===== src/chb_cfg.svh =====
// Purpose: Constants for the beacon and remote switch logic
// Assumes: 200 MHz system clock
// Notes:   Counts derived from times in their own unit
`ifndef CHB_CFG_SVH
`define CHB_CFG_SVH
`define CHB_CLK_MHZ        200
`define CHB_BEACON_MS      1000
`define CHB_BEACON_CYCLES  (`CHB_BEACON_MS * 1000 * `CHB_CLK_MHZ)
`define CHB_MARKER         8'haa
`define CHB_CMD_ON         8'h01
`define CHB_CMD_OFF        8'h00
`define CHB_CTRL_LEN       4'h1
`define CHB_STATUS_LEN     4'h8
`define CHB_SEP_MIN        8'h20
`define CHB_SEP_MAX        8'h7e
`define CHB_SEP_DEFAULT    8'h3b
`endif


===== src/chb_pkg.sv =====
// Purpose: Shared types of the beacon block
// Assumes: Constants live in chb_cfg.svh
// Notes:   Nothing here is imported
package chb_pkg;
   typedef enum logic [0:0] {CHB_IDLE, CHB_SEND} chb_tx_state_t;
endpackage : chb_pkg


===== src/chb_sep_check.sv =====
// Purpose: Separator code filter
// Assumes: Codes arrive as 8-bit ASCII
// Notes:   Invalid codes fall back to the default delimiter
`timescale 1ns/1ps
`include "chb_cfg.svh"
module chb_sep_check (
   input  wire logic [7:0] code_i,
   output logic      [7:0] code_o,
   output logic            valid_o
);
   always_comb begin
      valid_o = (code_i >= `CHB_SEP_MIN) && (code_i <= `CHB_SEP_MAX);
      code_o  = valid_o ? code_i : `CHB_SEP_DEFAULT;
   end
endmodule : chb_sep_check


===== src/chb_beacon_ctrl.sv =====
// Purpose: Status beacon builder and run-time logging switch
// Assumes: A CAN controller presents received frames as one-cycle pulses
// Notes:   Record field selection is registered straight through
`timescale 1ns/1ps
`include "chb_cfg.svh"
module chb_beacon_ctrl #(
   parameter int unsigned BEACON_CYCLES = `CHB_BEACON_CYCLES
) (
   input  wire logic        sys_clk_i,
   input  wire logic        rst_i,
   input  wire logic        clk_en_i,
   input  wire logic        beacon_on_i,
   input  wire logic        beacon_long_identifier_select_i,
   input  wire logic [28:0] beacon_frame_identifier_i,
   input  wire logic        remote_switch_on_i,
   input  wire logic        ctrl_long_identifier_select_i,
   input  wire logic [28:0] ctrl_frame_identifier_i,
   input  wire logic        default_record_state_i,
   input  wire logic        silent_i,
   input  wire logic [31:0] epoch_seconds_i,
   input  wire logic [15:0] free_mb_i,
   input  wire logic [5:0]  field_include_i,
   input  wire logic [7:0]  column_delimiter_code_i,
   input  wire logic        rx_valid_i,
   input  wire logic        rx_long_i,
   input  wire logic [28:0] rx_identifier_i,
   input  wire logic [3:0]  rx_payload_length_field_i,
   input  wire logic [7:0]  rx_byte0_i,
   input  wire logic        tx_ready_i,
   output logic             tx_valid_o,
   output logic             tx_long_o,
   output logic [28:0]      tx_identifier_o,
   output logic [3:0]       tx_payload_length_field_o,
   output logic [63:0]      tx_payload_o,
   output logic             logging_on_o,
   output logic             ack_enable_o,
   output logic [5:0]       field_include_o,
   output logic [7:0]       column_delimiter_code_o,
   output logic             delimiter_bad_o
);
   typedef struct packed {
      chb_pkg::chb_tx_state_t st;
      logic [31:0]            tick;
      logic                   seen_rx;
      logic                   logging;
      logic                   loaded;
      logic                   tx_valid;
      logic                   tx_long;
      logic [28:0]            tx_id;
      logic [63:0]            tx_data;
      logic                   ack_en;
      logic [5:0]             fields;
      logic [7:0]             delim;
      logic                   delim_bad;
   } chb_state_t;

   chb_state_t state_reg;
   chb_state_t state_next;
   logic [7:0] sep_code;
   logic       sep_ok;
   logic       ctrl_hit;
   logic       ctrl_ok;

   chb_sep_check u_sep (
      .code_i  (column_delimiter_code_i),
      .code_o  (sep_code),
      .valid_o (sep_ok)
   );

   function automatic logic id_match(input logic a_long, input logic [28:0] a,
                                     input logic b_long, input logic [28:0] b);
      logic [28:0] msk;
      msk = b_long ? 29'h1fffffff : 29'h000007ff;
      id_match = (a_long == b_long) && ((a & msk) == (b & msk));
   endfunction : id_match

   always_comb begin
      ctrl_hit = rx_valid_i && remote_switch_on_i &&
         id_match(rx_long_i, rx_identifier_i,
                  ctrl_long_identifier_select_i,
                  ctrl_frame_identifier_i);
      ctrl_ok = ctrl_hit && (rx_payload_length_field_i == `CHB_CTRL_LEN) &&
         ((rx_byte0_i == `CHB_CMD_ON) || (rx_byte0_i == `CHB_CMD_OFF));
   end

   always_comb begin
      state_next = state_reg;
      state_next.ack_en    = !silent_i;
      state_next.fields    = field_include_i;
      state_next.delim     = sep_code;
      state_next.delim_bad = !sep_ok;
      if (!state_reg.loaded) begin
         state_next.logging = default_record_state_i;
         state_next.loaded  = 1'b1;
      end else if (ctrl_ok) begin
         state_next.logging = (rx_byte0_i == `CHB_CMD_ON);
      end
      if (rx_valid_i) begin
         state_next.seen_rx = 1'b1;
      end
      // Period keeps running while held off so frames stay 1 s apart
      if (state_reg.tick >= BEACON_CYCLES - 1) begin
         state_next.tick = 32'h00000000;
      end else begin
         state_next.tick = state_reg.tick + 32'h00000001;
      end
      case (state_reg.st)
         chb_pkg::CHB_IDLE: begin
            if ((state_reg.tick >= BEACON_CYCLES - 1) && beacon_on_i &&
                state_reg.seen_rx && !silent_i) begin
               state_next.st       = chb_pkg::CHB_SEND;
               state_next.tx_valid = 1'b1;
               state_next.tx_long  = beacon_long_identifier_select_i;
               state_next.tx_id    = beacon_frame_identifier_i;
               state_next.tx_data  = {`CHB_MARKER, 7'h00,
                  state_reg.logging, epoch_seconds_i, free_mb_i};
            end
         end
         chb_pkg::CHB_SEND: begin
            if (tx_ready_i) begin
               state_next.st       = chb_pkg::CHB_IDLE;
               state_next.tx_valid = 1'b0;
            end
         end
         default: begin
            state_next.st       = chb_pkg::CHB_IDLE;
            state_next.tx_valid = 1'b0;
         end
      endcase
   end

   always_ff @(posedge sys_clk_i) begin
      if (rst_i) begin
         state_reg <= '0;
      end else if (clk_en_i) begin
         state_reg <= state_next;
      end
   end

   always_comb begin
      tx_valid_o                = state_reg.tx_valid;
      tx_long_o                 = state_reg.tx_long;
      tx_identifier_o           = state_reg.tx_id;
      tx_payload_length_field_o = `CHB_STATUS_LEN;
      tx_payload_o              = state_reg.tx_data;
      logging_on_o              = state_reg.logging;
      ack_enable_o              = state_reg.ack_en;
      field_include_o           = state_reg.fields;
      column_delimiter_code_o   = state_reg.delim;
      delimiter_bad_o           = state_reg.delim_bad;
   end

   a_marker_byte: assert property (
      @(posedge sys_clk_i) disable iff (rst_i)
      $rose(tx_valid_o) |-> tx_payload_o[63:56] == 8'haa)
      else $error("marker byte wrong");
   a_state_byte: assert property (
      @(posedge sys_clk_i) disable iff (rst_i)
      $rose(tx_valid_o) |-> tx_payload_o[55:48] == {7'h00, $past(logging_on_o)})
      else $error("state byte wrong");
   a_no_silent_tx: assert property (
      @(posedge sys_clk_i) disable iff (rst_i)
      $rose(tx_valid_o) |-> !$past(silent_i))
      else $error("beacon sent in silent mode");
   a_no_off_tx: assert property (
      @(posedge sys_clk_i) disable iff (rst_i)
      $rose(tx_valid_o) |-> $past(beacon_on_i))
      else $error("beacon sent while disabled");
   a_need_rx: assert property (
      @(posedge sys_clk_i) disable iff (rst_i)
      $rose(tx_valid_o) |-> $past(state_reg.seen_rx))
      else $error("beacon before first reception");
   a_ctrl_on: assert property (
      @(posedge sys_clk_i) disable iff (rst_i)
      clk_en_i && ctrl_ok && state_reg.loaded && rx_byte0_i == 8'h01
      |=> logging_on_o)
      else $error("control on not applied");
   a_ctrl_off: assert property (
      @(posedge sys_clk_i) disable iff (rst_i)
      clk_en_i && ctrl_ok && state_reg.loaded && rx_byte0_i == 8'h00
      |=> !logging_on_o)
      else $error("control off not applied");
   a_ctrl_ignored: assert property (
      @(posedge sys_clk_i) disable iff (rst_i)
      clk_en_i && state_reg.loaded && !ctrl_ok |=> $stable(logging_on_o))
      else $error("logging changed without valid control");
   a_silent_ack: assert property (
      @(posedge sys_clk_i) disable iff (rst_i)
      clk_en_i && silent_i |=> !ack_enable_o)
      else $error("ack enabled in silent mode");
   a_beacon_id: assert property (
      @(posedge sys_clk_i) disable iff (rst_i)
      $rose(tx_valid_o) |-> tx_identifier_o == $past(beacon_frame_identifier_i)
      && tx_long_o == $past(beacon_long_identifier_select_i))
      else $error("beacon identifier wrong");
   // Reset is still seen at the release edge, so that edge is skipped
   a_load_default: assert property (
      @(posedge sys_clk_i) disable iff (rst_i)
      !rst_i && clk_en_i && !state_reg.loaded
      |=> logging_on_o == $past(default_record_state_i))
      else $error("default logging state not loaded");
   a_field_order: assert property (
      @(posedge sys_clk_i) disable iff (rst_i)
      $rose(tx_valid_o) |-> tx_payload_o[47:16] == $past(epoch_seconds_i)
      && tx_payload_o[15:0] == $past(free_mb_i))
      else $error("status fields out of order");
   a_frame_hold: assert property (
      @(posedge sys_clk_i) disable iff (rst_i)
      tx_valid_o && !tx_ready_i |=> tx_valid_o && $stable(tx_payload_o))
      else $error("status frame dropped before acceptance");
   a_delim_range: assert property (
      @(posedge sys_clk_i) disable iff (rst_i)
      !rst_i && clk_en_i |=> column_delimiter_code_o >= 8'h20
      && column_delimiter_code_o <= 8'h7e)
      else $error("delimiter outside printable range");
endmodule : chb_beacon_ctrl


===== config.mk =====
export PLATFORM = sky130hd
export DESIGN_NAME = chb_beacon_ctrl
export DESIGN_NICKNAME = d
export VERILOG_FILES = /design/src/chb_pkg.sv /design/src/chb_sep_check.sv /design/src/chb_beacon_ctrl.sv
export VERILOG_INCLUDE_DIRS = /design/src
export SDC_FILE = /design/constraint.sdc
export NUM_CORES = 1
export LEC_CHECK = 0
export ABC_AREA = 1
export BUFFER_PORTS_ARGS = -buffer_cell sky130_fd_sc_hd__buf_2
export CAP_MARGIN = 20
export CORE_MARGIN = 10
export CORE_UTILIZATION = 48
export CTS_CLUSTER_DIAMETER = 150
export DETAILED_ROUTE_END_ITERATION = 10
export GPL_ROUTABILITY_DRIVEN = 0
export PLACE_DENSITY = 0.81
export SLEW_MARGIN = 20
export SYNTH_ARGS = -nofsm -noshare
export SYNTH_HDL_FRONTEND = slang
export SYNTH_SLANG_ARGS = --single-unit
export TNS_END_PERCENT = 10

===== constraint.sdc =====
create_clock -name sys_clk_i -period 2.28 [get_ports sys_clk_i]
set_clock_uncertainty 0.15 [all_clocks]
set_input_delay 0.114 -clock sys_clk_i [delete_from_list [all_inputs] [get_ports sys_clk_i]]
set_output_delay 0.114 -clock sys_clk_i [all_outputs]
set_load 0.005 [all_outputs]

==> impl_metrics.csv, run 1 <==
group,metric,value,unit
critical_path,crit_arrival,2250,ps
clock_tree,cts-root-buf,"clkbuf_16",
sta,min_period_over_period,91.1,%
critical_path,path_common_cell,"nand2_1",
final_layout,fillers,1069,
die,start_util,48.5,%
sta,whs,14.1,ps
logic_synthesis,ys.flop_type,"dfxtp_1",
die,die_w,138,um
global_route,grt_use_total,21.8,%
drt,drc,0,
sta,worst_pin_slew,522,ps
drt,routed_wl,22300,um
critical_path,cp_max_fo,49,
drt,vias_per_cell,4.98,
die,core_area,13800,um^2
sta,setup_viol,0,
placement,io_buffers,273,
run,maxCapViolations,0,
logic_synthesis,synth_seq_cells,133,
final_layout,final_util,65.7,%
logic_synthesis,syn_area,6690,um^2
final_layout,drive_above_1_share,29.4,%
logic_synthesis,yosys-top-cells-area,"dfxtp_1, buf_4, nand2_1",
critical_path,slowest_delay,330,ps
logic_synthesis,yosysTopAreaCellShare,39.8,%
final_layout,final_cell_count_no_fill,1366,
sta,slew_viol_final,0,
die,fp.dieH,138,um
clock_tree,clk_pin_slew,60,ps
critical_path,path_cells,"ha_1 -> nand2_1 -> nor2_1 -> nand2_1 -> o211ai_1 -> nand2_1 -> nand2_4 -> nand2_2 -> buf_12 -> nand2_1 -> a21oi_1",
sta,period_needed,2080,ps
critical_path,path_buf_inv,1,
critical_path,start_kind,"flip-flop",
power,p_leak,0.00404,uW
critical_path,crit_required,2450,ps
final_layout,largest_reg_flops,50,
final_layout,multi_input_area,2800,um^2
logic_synthesis,synthArstFlopShare,0,%
logic_synthesis,ys_warn_count,0,
clock_tree,insertion_delay,420,ps
logic_synthesis,yosysUniqueCellTypes,39,
clock_tree,cts_tree,"built",
worst_hold_path,hp-class,"in2reg",
sta,maxSlewHeadroom,65.0,%
die,die_area,19000,um^2
global_route,grt_max_degree,97,
placement,placed_cells,1233,
clock_tree,clock_path_buffers,2,
logic_synthesis,syn_avg_cell_area,7.34,um^2
logic_synthesis,synthCells,911,
logic_synthesis,synth_commonest_cells,"nand2_1, dfxtp_1, buf_4",
clock_tree,cts_made_buffers,17,
outcome,status,"completed",
drt,first_iter_violations,500,
critical_path,crit_path_top_delay_cell,"dfxtp_1",
logic_synthesis,synth_top_area_cell,"dfxtp_1",
placement,hpwl,14300,um
clock_tree,htreeDepth,4,
critical_path,endpoint_kind,"flip-flop",
power,ir_drop,0.000538,V
critical_path,crit_family,"simple AND/OR/NAND/NOR gates",
global_route,grt_pass1_wl,34500,um
sta,finalHoldViolCount,0,
drt,drt-pass1-iter-count,8,
sta,max_freq,482,MHz
power,power_density,637,nW/um^2
global_route,antenna_found_initial,3,
drt,antenna_left,0,
logic_synthesis,yosysSeqAreaShare,39.8,%
final_layout,regArea,2660,um^2
logic_synthesis,synth.most_common_cell,"nand2_1",
clock_tree,cts_sinks,133,
sta,tns,0,ps
final_layout,nets,1344,
critical_path,worstSetupPathType,"reg2reg",
sta,grt_setup_unrepaired,"yes",
drt,vias,6808,
global_route,grt_pass1_vias,6527,
global_route,grt-ovfl-total,0,
drt,wl_per_cell,16.3,um
die,ios,289,
final_layout,syn2layout_area_growth,35.3,%
die,fp-row-count,43,
logic_synthesis,synth_edf_count,0,
layer usage:
metal	track usage, %	vias up	wire length (um)
met2	37.2	316	11100
met1	24.7	3102	8700
met3	6.27	58	1740
met5	0	-	0
met4	9.88	0	734
li1	-	3332	-
tightest hold or removal path, stage by stage:
cell and delay, ps:
buf_2 90, nor4b_1 50, mux2i_1 120, nand3_1 90, nand2_1 60, nor2_1 30
path summary, 6_finish.rpt:
kind	cells past startpoint	slack [ps]	start	endpoint
max	11	200	state_reg[114]	tx_payload_o[24]
min reg2reg	2	280	column_delimiter_code_o[7]	column_delimiter_code_o[7]
min	6	10	rx_byte0_i[1]	logging_on_o
max reg2reg	11	200	state_reg[114]	tx_payload_o[24]
cells in the final DEF, fill, tap and decap left out, drive strengths merged:
cell type and instances:
a211oi 1, a21oi 102, a31oi 1, a41oi 1, buf 284, bufinv 4, clkbuf 23, clkinv 4
clkinvlp 1, conb 15, dfxtp 133, diode 4, dlygate4sd3 97, ha 1, inv 62, mux2i 1
nand2 190, nand3 95, nand3b 2, nand4 9, nor2 78, nor3 20, nor3b 1, nor4 1
nor4b 1, o211ai 1, o21ai 22, o22ai 1, or2 4, or3 1, xnor2 13, xor2 13
timing repair:
item,CTS,global route
gates resized for setup,0,10
endpoints found under the hold margin,99,0
setup buffers,0,0
hold buffers,97,0
endpoints found under the setup margin,0,37
cell type report:
class	count	area share, %
timing repair buffer	382	27.7
antenna	4	0.111
multi-input combinational	574	30.9
clock buffer	22	5.13
sequential	133	29.4
tap	180	2.49
inverter	62	2.57
clock inverter	9	1.67
cells by family (layout without fill, tap and decap cells):
kind of cell / count (synthesis) / count (layout) / share of synthesized area (%)
xor+xnor: 26 / 26 / 3.41
fa+ha+maj: 1 / 1 / 0.187
other cells: 2 / 19 / 0.112
simple gates: 402 / 402 / 26.8
compound gates: 129 / 129 / 10.4
flops: 133 / 133 / 39.8
buf+inv: 217 / 475 / 19.2
mux: 1 / 1 / 0.150
metrics by stage:
stage               total power (uW)  instance area (um^2)  worst slack, ps
global route                    5950                  9040             6.76
finish                          5760                  9040              204
detailed placement              2800                  7390              176
global placement                2800                  7390              235
CTS                             5780                  8970              133
floorplan                       2620                  6730              496
power breakdown:
group          total, uW  leakage (uW)  internal, uW  switching (uW)
combinational        535       0.00267           293             242
clock               2860      0.000300          1880             987
sequential          2360       0.00108          2350            13.4
No activity file was read; power rests on OpenSTA's default activity.
==> run 2, diff against run 1 <==
--- a/config.mk
+++ b/config.mk
@@ -10,11 +10,12 @@
 export BUFFER_PORTS_ARGS = -buffer_cell sky130_fd_sc_hd__buf_2
 export CAP_MARGIN = 20
 export CORE_MARGIN = 10
-export CORE_UTILIZATION = 48
+export CORE_UTILIZATION = 31
 export CTS_CLUSTER_DIAMETER = 150
 export DETAILED_ROUTE_END_ITERATION = 10
 export GPL_ROUTABILITY_DRIVEN = 0
-export PLACE_DENSITY = 0.81
+export GPL_TIMING_DRIVEN = 0
+export REMOVE_ABC_BUFFERS = 1
 export SLEW_MARGIN = 20
 export SYNTH_ARGS = -nofsm -noshare
 export SYNTH_HDL_FRONTEND = slang
==> impl_metrics.csv, run 2 (synthesis results as in run 1) <==
group,metric,value,unit
drt,wl_met3,1690,um
sta,max_freq,472,MHz
die,start_util,31.7,%
critical_path,crit_arrival,2310,ps
clock_tree,cts-root-buf,"clkbuf_16",
final_layout,final_common_cell,"buf_2",
die,die_w,167,um
die,fp-row-count,53,
critical_path,endpoint_kind,"flip-flop",
placement,io_buffers,273,
clock_tree,cts_sinks,133,
power,power.total,5720,uW
drt,first_iter_violations,459,
clock_tree,htreeDepth,4,
power,p_leak,0.00422,uW
global_route,grt_pass1_wl,34800,um
critical_path,start_kind,"flip-flop",
global_route,grt_use_total,15.2,%
drt,met2_length,11900,um
global_route,antenna_found_initial,0,
critical_path,worstSetupPathType,"reg2reg",
sta,setup_viol,0,
critical_path,cp_max_fo,6,
drt,drc,0,
drt,vias_per_cell,4.55,
sta,worst_pin_slew,666,ps
clock_tree,clk_pin_slew,60,ps
power,swShare,23.1,%
sta,finalHoldViolCount,0,
power,power_frac_seq,41.3,%
drt,met1_length,9590,um
power,clkPwrFrac,49.5,%
final_layout,drive_above_1_share,31.2,%
sta,period_needed,2120,ps
drt,wl_per_cell,16.1,um
drt,antenna_left,0,
final_layout,final_area,9500,um^2
sta,fin_ws,161,ps
placement,pre_cts_slack,-845,ps
die,die_area,27800,um^2
worst_hold_path,hp-class,"in2reg",
placement,hpwl,15300,um
drt,vias,6691,
die,ios,289,
final_layout,largest_reg_flops,50,
sta,min_period_over_period,92.9,%
sta,slew_viol_final,0,
final_layout,final_cell_mix,"buf_2, nand2_1, dfxtp_1",
global_route,grt_max_degree,56,
die,fp.dieH,167,um
global_route,grt-ovfl-total,0,
sta,maxSlewHeadroom,55.6,%
global_route,grt_pass1_vias,6448,
power,p_comb_share,9.2,%
drt,drt-pass1-iter-count,5,
power,power_density,602,nW/um^2
clock_tree,clock_path_buffers,2,
outcome,status,"completed",
power,p_int,4400,uW
drt,routed_wl,23700,um
final_layout,diodes,0,
die,core_area,21100,um^2
clock_tree,cts_tree,"built",
final_layout,nets,1359,
drt,highest_layer,"met4",
critical_path,crit_required,2470,ps
sta,grt_setup_unrepaired,"no",
placement,place_area,7530,um^2
final_layout,syn2layout_area_growth,42.1,%
clock_tree,insertion_delay,410,ps
clock_tree,cts_made_buffers,17,
power,power_switching,1320,uW
power,ir_drop,0.000418,V
run,maxCapViolations,0,
==> run 2: cell types whose count changed in the layout (fill, tap and decap cells not counted), moves of 3 or more <==
cell | before | now
buf_8 | 1 | 6
clkbuf_1 | 3 | 0
diode_2 | 4 | 0
inv_6 | 0 | 5
nand2_8 | 0 | 10
==> run 2: cell type report <==
class                   count  area [um^2]
fillers                  2052        11600
flip-flops and latches    133         2670
inverters                  62          238
clock buffers              18          439
repair buffers            388         2620
multi-input cells         583         3020
well taps                 275          344
clock inverters            13          171
==> run 2: metal layers <==
layer,vias up,track usage [%]
li1,3375,-
met5,-,0
met1,3043,17.3
met3,44,4.78
met2,229,26.1
met4,0,5.42
==> run 2: worst paths after layout <==
kind | depth (start not counted) | slack, ps | endpoint | start
max | 11 | 160 | tx_payload_o[32] | state_reg[114]
min | 6 | 30 | logging_on_o | ctrl_long_identifier_select_i
max reg2reg | 11 | 160 | tx_payload_o[32] | state_reg[114]
min reg2reg | 2 | 290 | column_delimiter_code_o[7] | column_delimiter_code_o[7]
==> run 2: timing repair <==
action	4_1_cts	5_1_grt
setup endpoints to repair	109	107
gates cloned	4	9
buffers inserted	5	3
pin swaps	4	6
gates resized for setup	8	23
hold endpoints to repair	96	0
hold buffers	96	0
==> run 2: power by group through the flow <==
stage | Sequential (uW) | Combinational [uW] | Clock (uW)
detailed placement | 2410 | 390 | 0
CTS | 2360 | 527 | 2900
floorplan | 2410 | 126 | 0
global route | 2360 | 586 | 2990
finish | 2360 | 529 | 2830
global placement | 2410 | 376 | 0
==> run 2: per-stage QoR <==
step | std cells | util (%) | hold slack [ps] | TNS (ps)
final | 1472 | 45.0 | 30.1 | 0
after global placement | 1317 | 35.1 | 188 | -383840
after CTS | 1460 | 43.8 | 17.2 | 0
after floorplan | 769 | - | 26.4 | -115160
after global routing | 1472 | 45.0 | 53.2 | 0
after detailed placement | 1324 | 35.7 | 193 | -80160
==> run 2: worst max-delay path, cell delays in order, from the launching register on <==
cell	delay [ps]
dfxtp_2	350
ha_2	190
nand2_2	80
nor2_2	110
nand2_1	90
o211ai_1	270
nand2_4	130
buf_8	170
buf_12	160
nand2_4	130
nand3_1	90
a21oi_1	140
==> run 3, diff against run 2 <==
--- a/config.mk
+++ b/config.mk
@@ -6,7 +6,6 @@
 export SDC_FILE = /design/constraint.sdc
 export NUM_CORES = 1
 export LEC_CHECK = 0
-export ABC_AREA = 1
 export BUFFER_PORTS_ARGS = -buffer_cell sky130_fd_sc_hd__buf_2
 export CAP_MARGIN = 20
 export CORE_MARGIN = 10
==> impl_metrics.csv, run 3 <==
group,metric,value,unit
critical_path,worstSetupPathType,"reg2reg",
logic_synthesis,synth_top_area_cell,"dfxtp_1",
logic_synthesis,syn_area,6260,um^2
clock_tree,htreeDepth,4,
critical_path,rr_worst_depth,7,
logic_synthesis,yosysSeqAreaShare,42.5,%
logic_synthesis,ys.flop_type,"dfxtp_1",
critical_path,path_common_cell,"buf_16",
logic_synthesis,ys_warn_count,0,
sta,max_freq,433,MHz
final_layout,final_area,8980,um^2
critical_path,r2r_end,"tx_identifier_o[28]",
die,start_util,31.9,%
logic_synthesis,synth_edf_count,0,
placement,hpwl,13400,um
critical_path,crit_arrival,2440,ps
logic_synthesis,synth_commonest_cells,"nor2_1, dfxtp_1, buf_4",
outcome,violations,"setup timing",
logic_synthesis,synth.most_common_cell,"nor2_1",
final_layout,final_common_cell,"buf_2",
drt,drt-pass1-iter-count,4,
power,power_density,644,nW/um^2
drt,routed_wl,19600,um
global_route,grt_pass1_vias,5588,
die,fp-row-count,51,
logic_synthesis,syn_avg_cell_area,9.30,um^2
run,maxCapViolations,0,
die,fp.dieH,162,um
clock_tree,clk_pin_slew,60,ps
final_layout,diodes,0,
critical_path,path_buf_inv,2,
clock_tree,cts_made_buffers,17,
final_layout,drive_above_1_share,35.0,%
sta,maxSlewHeadroom,48.9,%
critical_path,endpoint_kind,"flip-flop",
logic_synthesis,yosysUniqueCellTypes,44,
critical_path,crit_required,2410,ps
clock_tree,cts-root-buf,"clkbuf_16",
drt,antenna_left,0,
sta,period_needed,2310,ps
global_route,grt-ovfl-total,0,
final_layout,syn2layout_area_growth,43.4,%
critical_path,start_kind,"flip-flop",
placement,place_area,7070,um^2
worst_hold_path,hp-class,"in2reg",
global_route,antenna_found_initial,0,
global_route,grt_max_degree,55,
drt,vias,5329,
logic_synthesis,synth_seq_cells,133,
power,ir_drop,0.000453,V
die,core_area,19700,um^2
global_route,grt_use_total,14.4,%
final_layout,final_cell_mix,"buf_2, nor2_1, dfxtp_1",
critical_path,timing.rr.start,"state_reg[123]",
die,die_w,162,um
die,die_area,26300,um^2
drt,vias_per_cell,4.33,
clock_tree,cts_tree,"built",
critical_path,ff2ff_setup_slack,-30,ps
logic_synthesis,synthCells,673,
sta,whs,25.3,ps
drt,first_iter_violations,283,
drt,wl_per_cell,16.0,um
clock_tree,insertion_delay,420,ps
logic_synthesis,synthArstFlopShare,0,%
sta,finalHoldViolCount,0,
clock_tree,cts_sinks,133,
die,ios,289,
logic_synthesis,yosysTopAreaCellShare,42.5,%
worst_hold_path,hold_path_end,"logging_on_o",
drt,drc,0,
final_layout,fillers,1898,
critical_path,crit_path_top_delay_cell,"or4_4",
sta,setup_viol,4,
clock_tree,clock_path_buffers,2,
global_route,grt_pass1_wl,30200,um
critical_path,cp_max_fo,9,
sta,slew_viol_final,0,
worst_hold_path,holdPathStages,5,
final_layout,largest_reg_flops,50,
sta,grt_setup_unrepaired,"yes",
sta,worst_pin_slew,767,ps
sta,min_period_over_period,101,%
placement,io_buffers,273,
critical_path,slowest_delay,530,ps
critical_path,path_cells,"or4_4 -> o311a_4 -> o21a_4 -> buf_16 -> buf_16 -> mux2i_1 -> nor2_1",
outcome,status,"finished, violations left",
power,p_leak,0.00396,uW
critical_path,crit_family,"simple AND/OR/NAND/NOR gates",
logic_synthesis,yosys-top-cells-area,"dfxtp_1, mux2i_1, buf_4",
worst_hold_path,hold_start,"rx_byte0_i[0]",
final_layout,nets,1127,
sta,fin_ws,-30.3,ps
-- run 3: cell types whose count changed after synthesis, moves of 18 or more --
cell and change:
nand3_1 -71, a21oi_1 -84, nand2_1 -167, nor2_1 +67, mux2i_1 +85, inv_1 -54
o21ai_0 -20, xnor2_1 +18
-- run 3: worst register-to-register path: stages, from the launching register on --
cell and delay [ps]:
dfxtp_2 320, or4_4 530, o311a_4 330, o21a_4 250
buf_16 160, buf_16 170, mux2i_1 170, nor2_1 70
-- run 3: per-layer routing --
| layer | vias up | wire, um | global-route usage [%] |
|---|---|---|---|
| met2 | 172 | 10200 | 25.8 |
| li1 | 2675 | - | - |
| met4 | 0 | 297 | 4.92 |
| met3 | 21 | 1480 | 5.28 |
| met5 | - | 0 | 0 |
| met1 | 2461 | 7630 | 15.3 |
-- run 3: through the flow --
step | setup TNS (ps) | total power (uW) | utilization (%) | std cells | setup slack [ps]
2_1_floorplan | -156480 | 2520 | - | 549 | -1920
3_3_place_gp | -302800 | 2760 | 35.6 | 1087 | -3480
3_5_place_dp | -35330 | 2770 | 36.0 | 1090 | -560
4_1_cts | 0 | 5840 | 45.1 | 1228 | 16.5
5_1_grt | -2120 | 6000 | 45.7 | 1231 | -68.2
6_report | -63.5 | 5780 | 45.7 | 1231 | -30.3
-- run 3: layout make-up --
class,instances,area (um^2),area share (%)
well taps,265,332,3.69
inverters,5,18.8,0.209
clock inverters,15,204,2.27
multi-input cells,411,2720,30.3
flip-flops and latches,133,2670,29.7
clock buffers,17,425,4.74
repair buffers,385,2610,29.1
-- run 3: cell families (layout without fill, tap and decap cells) --
family / after synthesis / after routing / share of synthesized area [%]
and+or+nand+nor: 228 / 228 / 16.2
xor gates and xnor gates: 55 / 55 / 7.69
buffers and inverters: 142 / 422 / 16.6
adders and majority gates: 1 / 1 / 0.200
DFF: 133 / 133 / 42.5
AOI/OAI and AO/OA: 26 / 26 / 2.88
muxes: 86 / 86 / 13.7
other: 2 / 15 / 0.120
-- run 3: power breakdown --
part	switching [uW]	internal, uW
sequential	16.7	2350
clock	1080	1840
combinational	196	292
-- run 3: worst max-delay path by stage --
stage / startpoint / to / cells after the start
after floorplan: state_reg[135] / tx_identifier_o[0] / 6
after global placement: clk_en_i / tx_payload_o[18] / 6
after detailed placement: clk_en_i / tx_payload_o[32] / 8
after CTS: state_reg[123] / state_reg[141] / 5
after global routing: state_reg[123] / tx_payload_o[38] / 7
final: state_reg[123] / tx_identifier_o[28] / 7
-- run 3: what timing repair did --
action / 4_1_cts / 5_1_grt
endpoints found under the setup margin: 101 / 109
buffers inserted: 6 / 2
endpoints found under the hold margin: 96 / 0
hold buffers: 96 / 0
resized for setup: 11 / 13
gates cloned: 4 / 1
pin swaps: 1 / 4
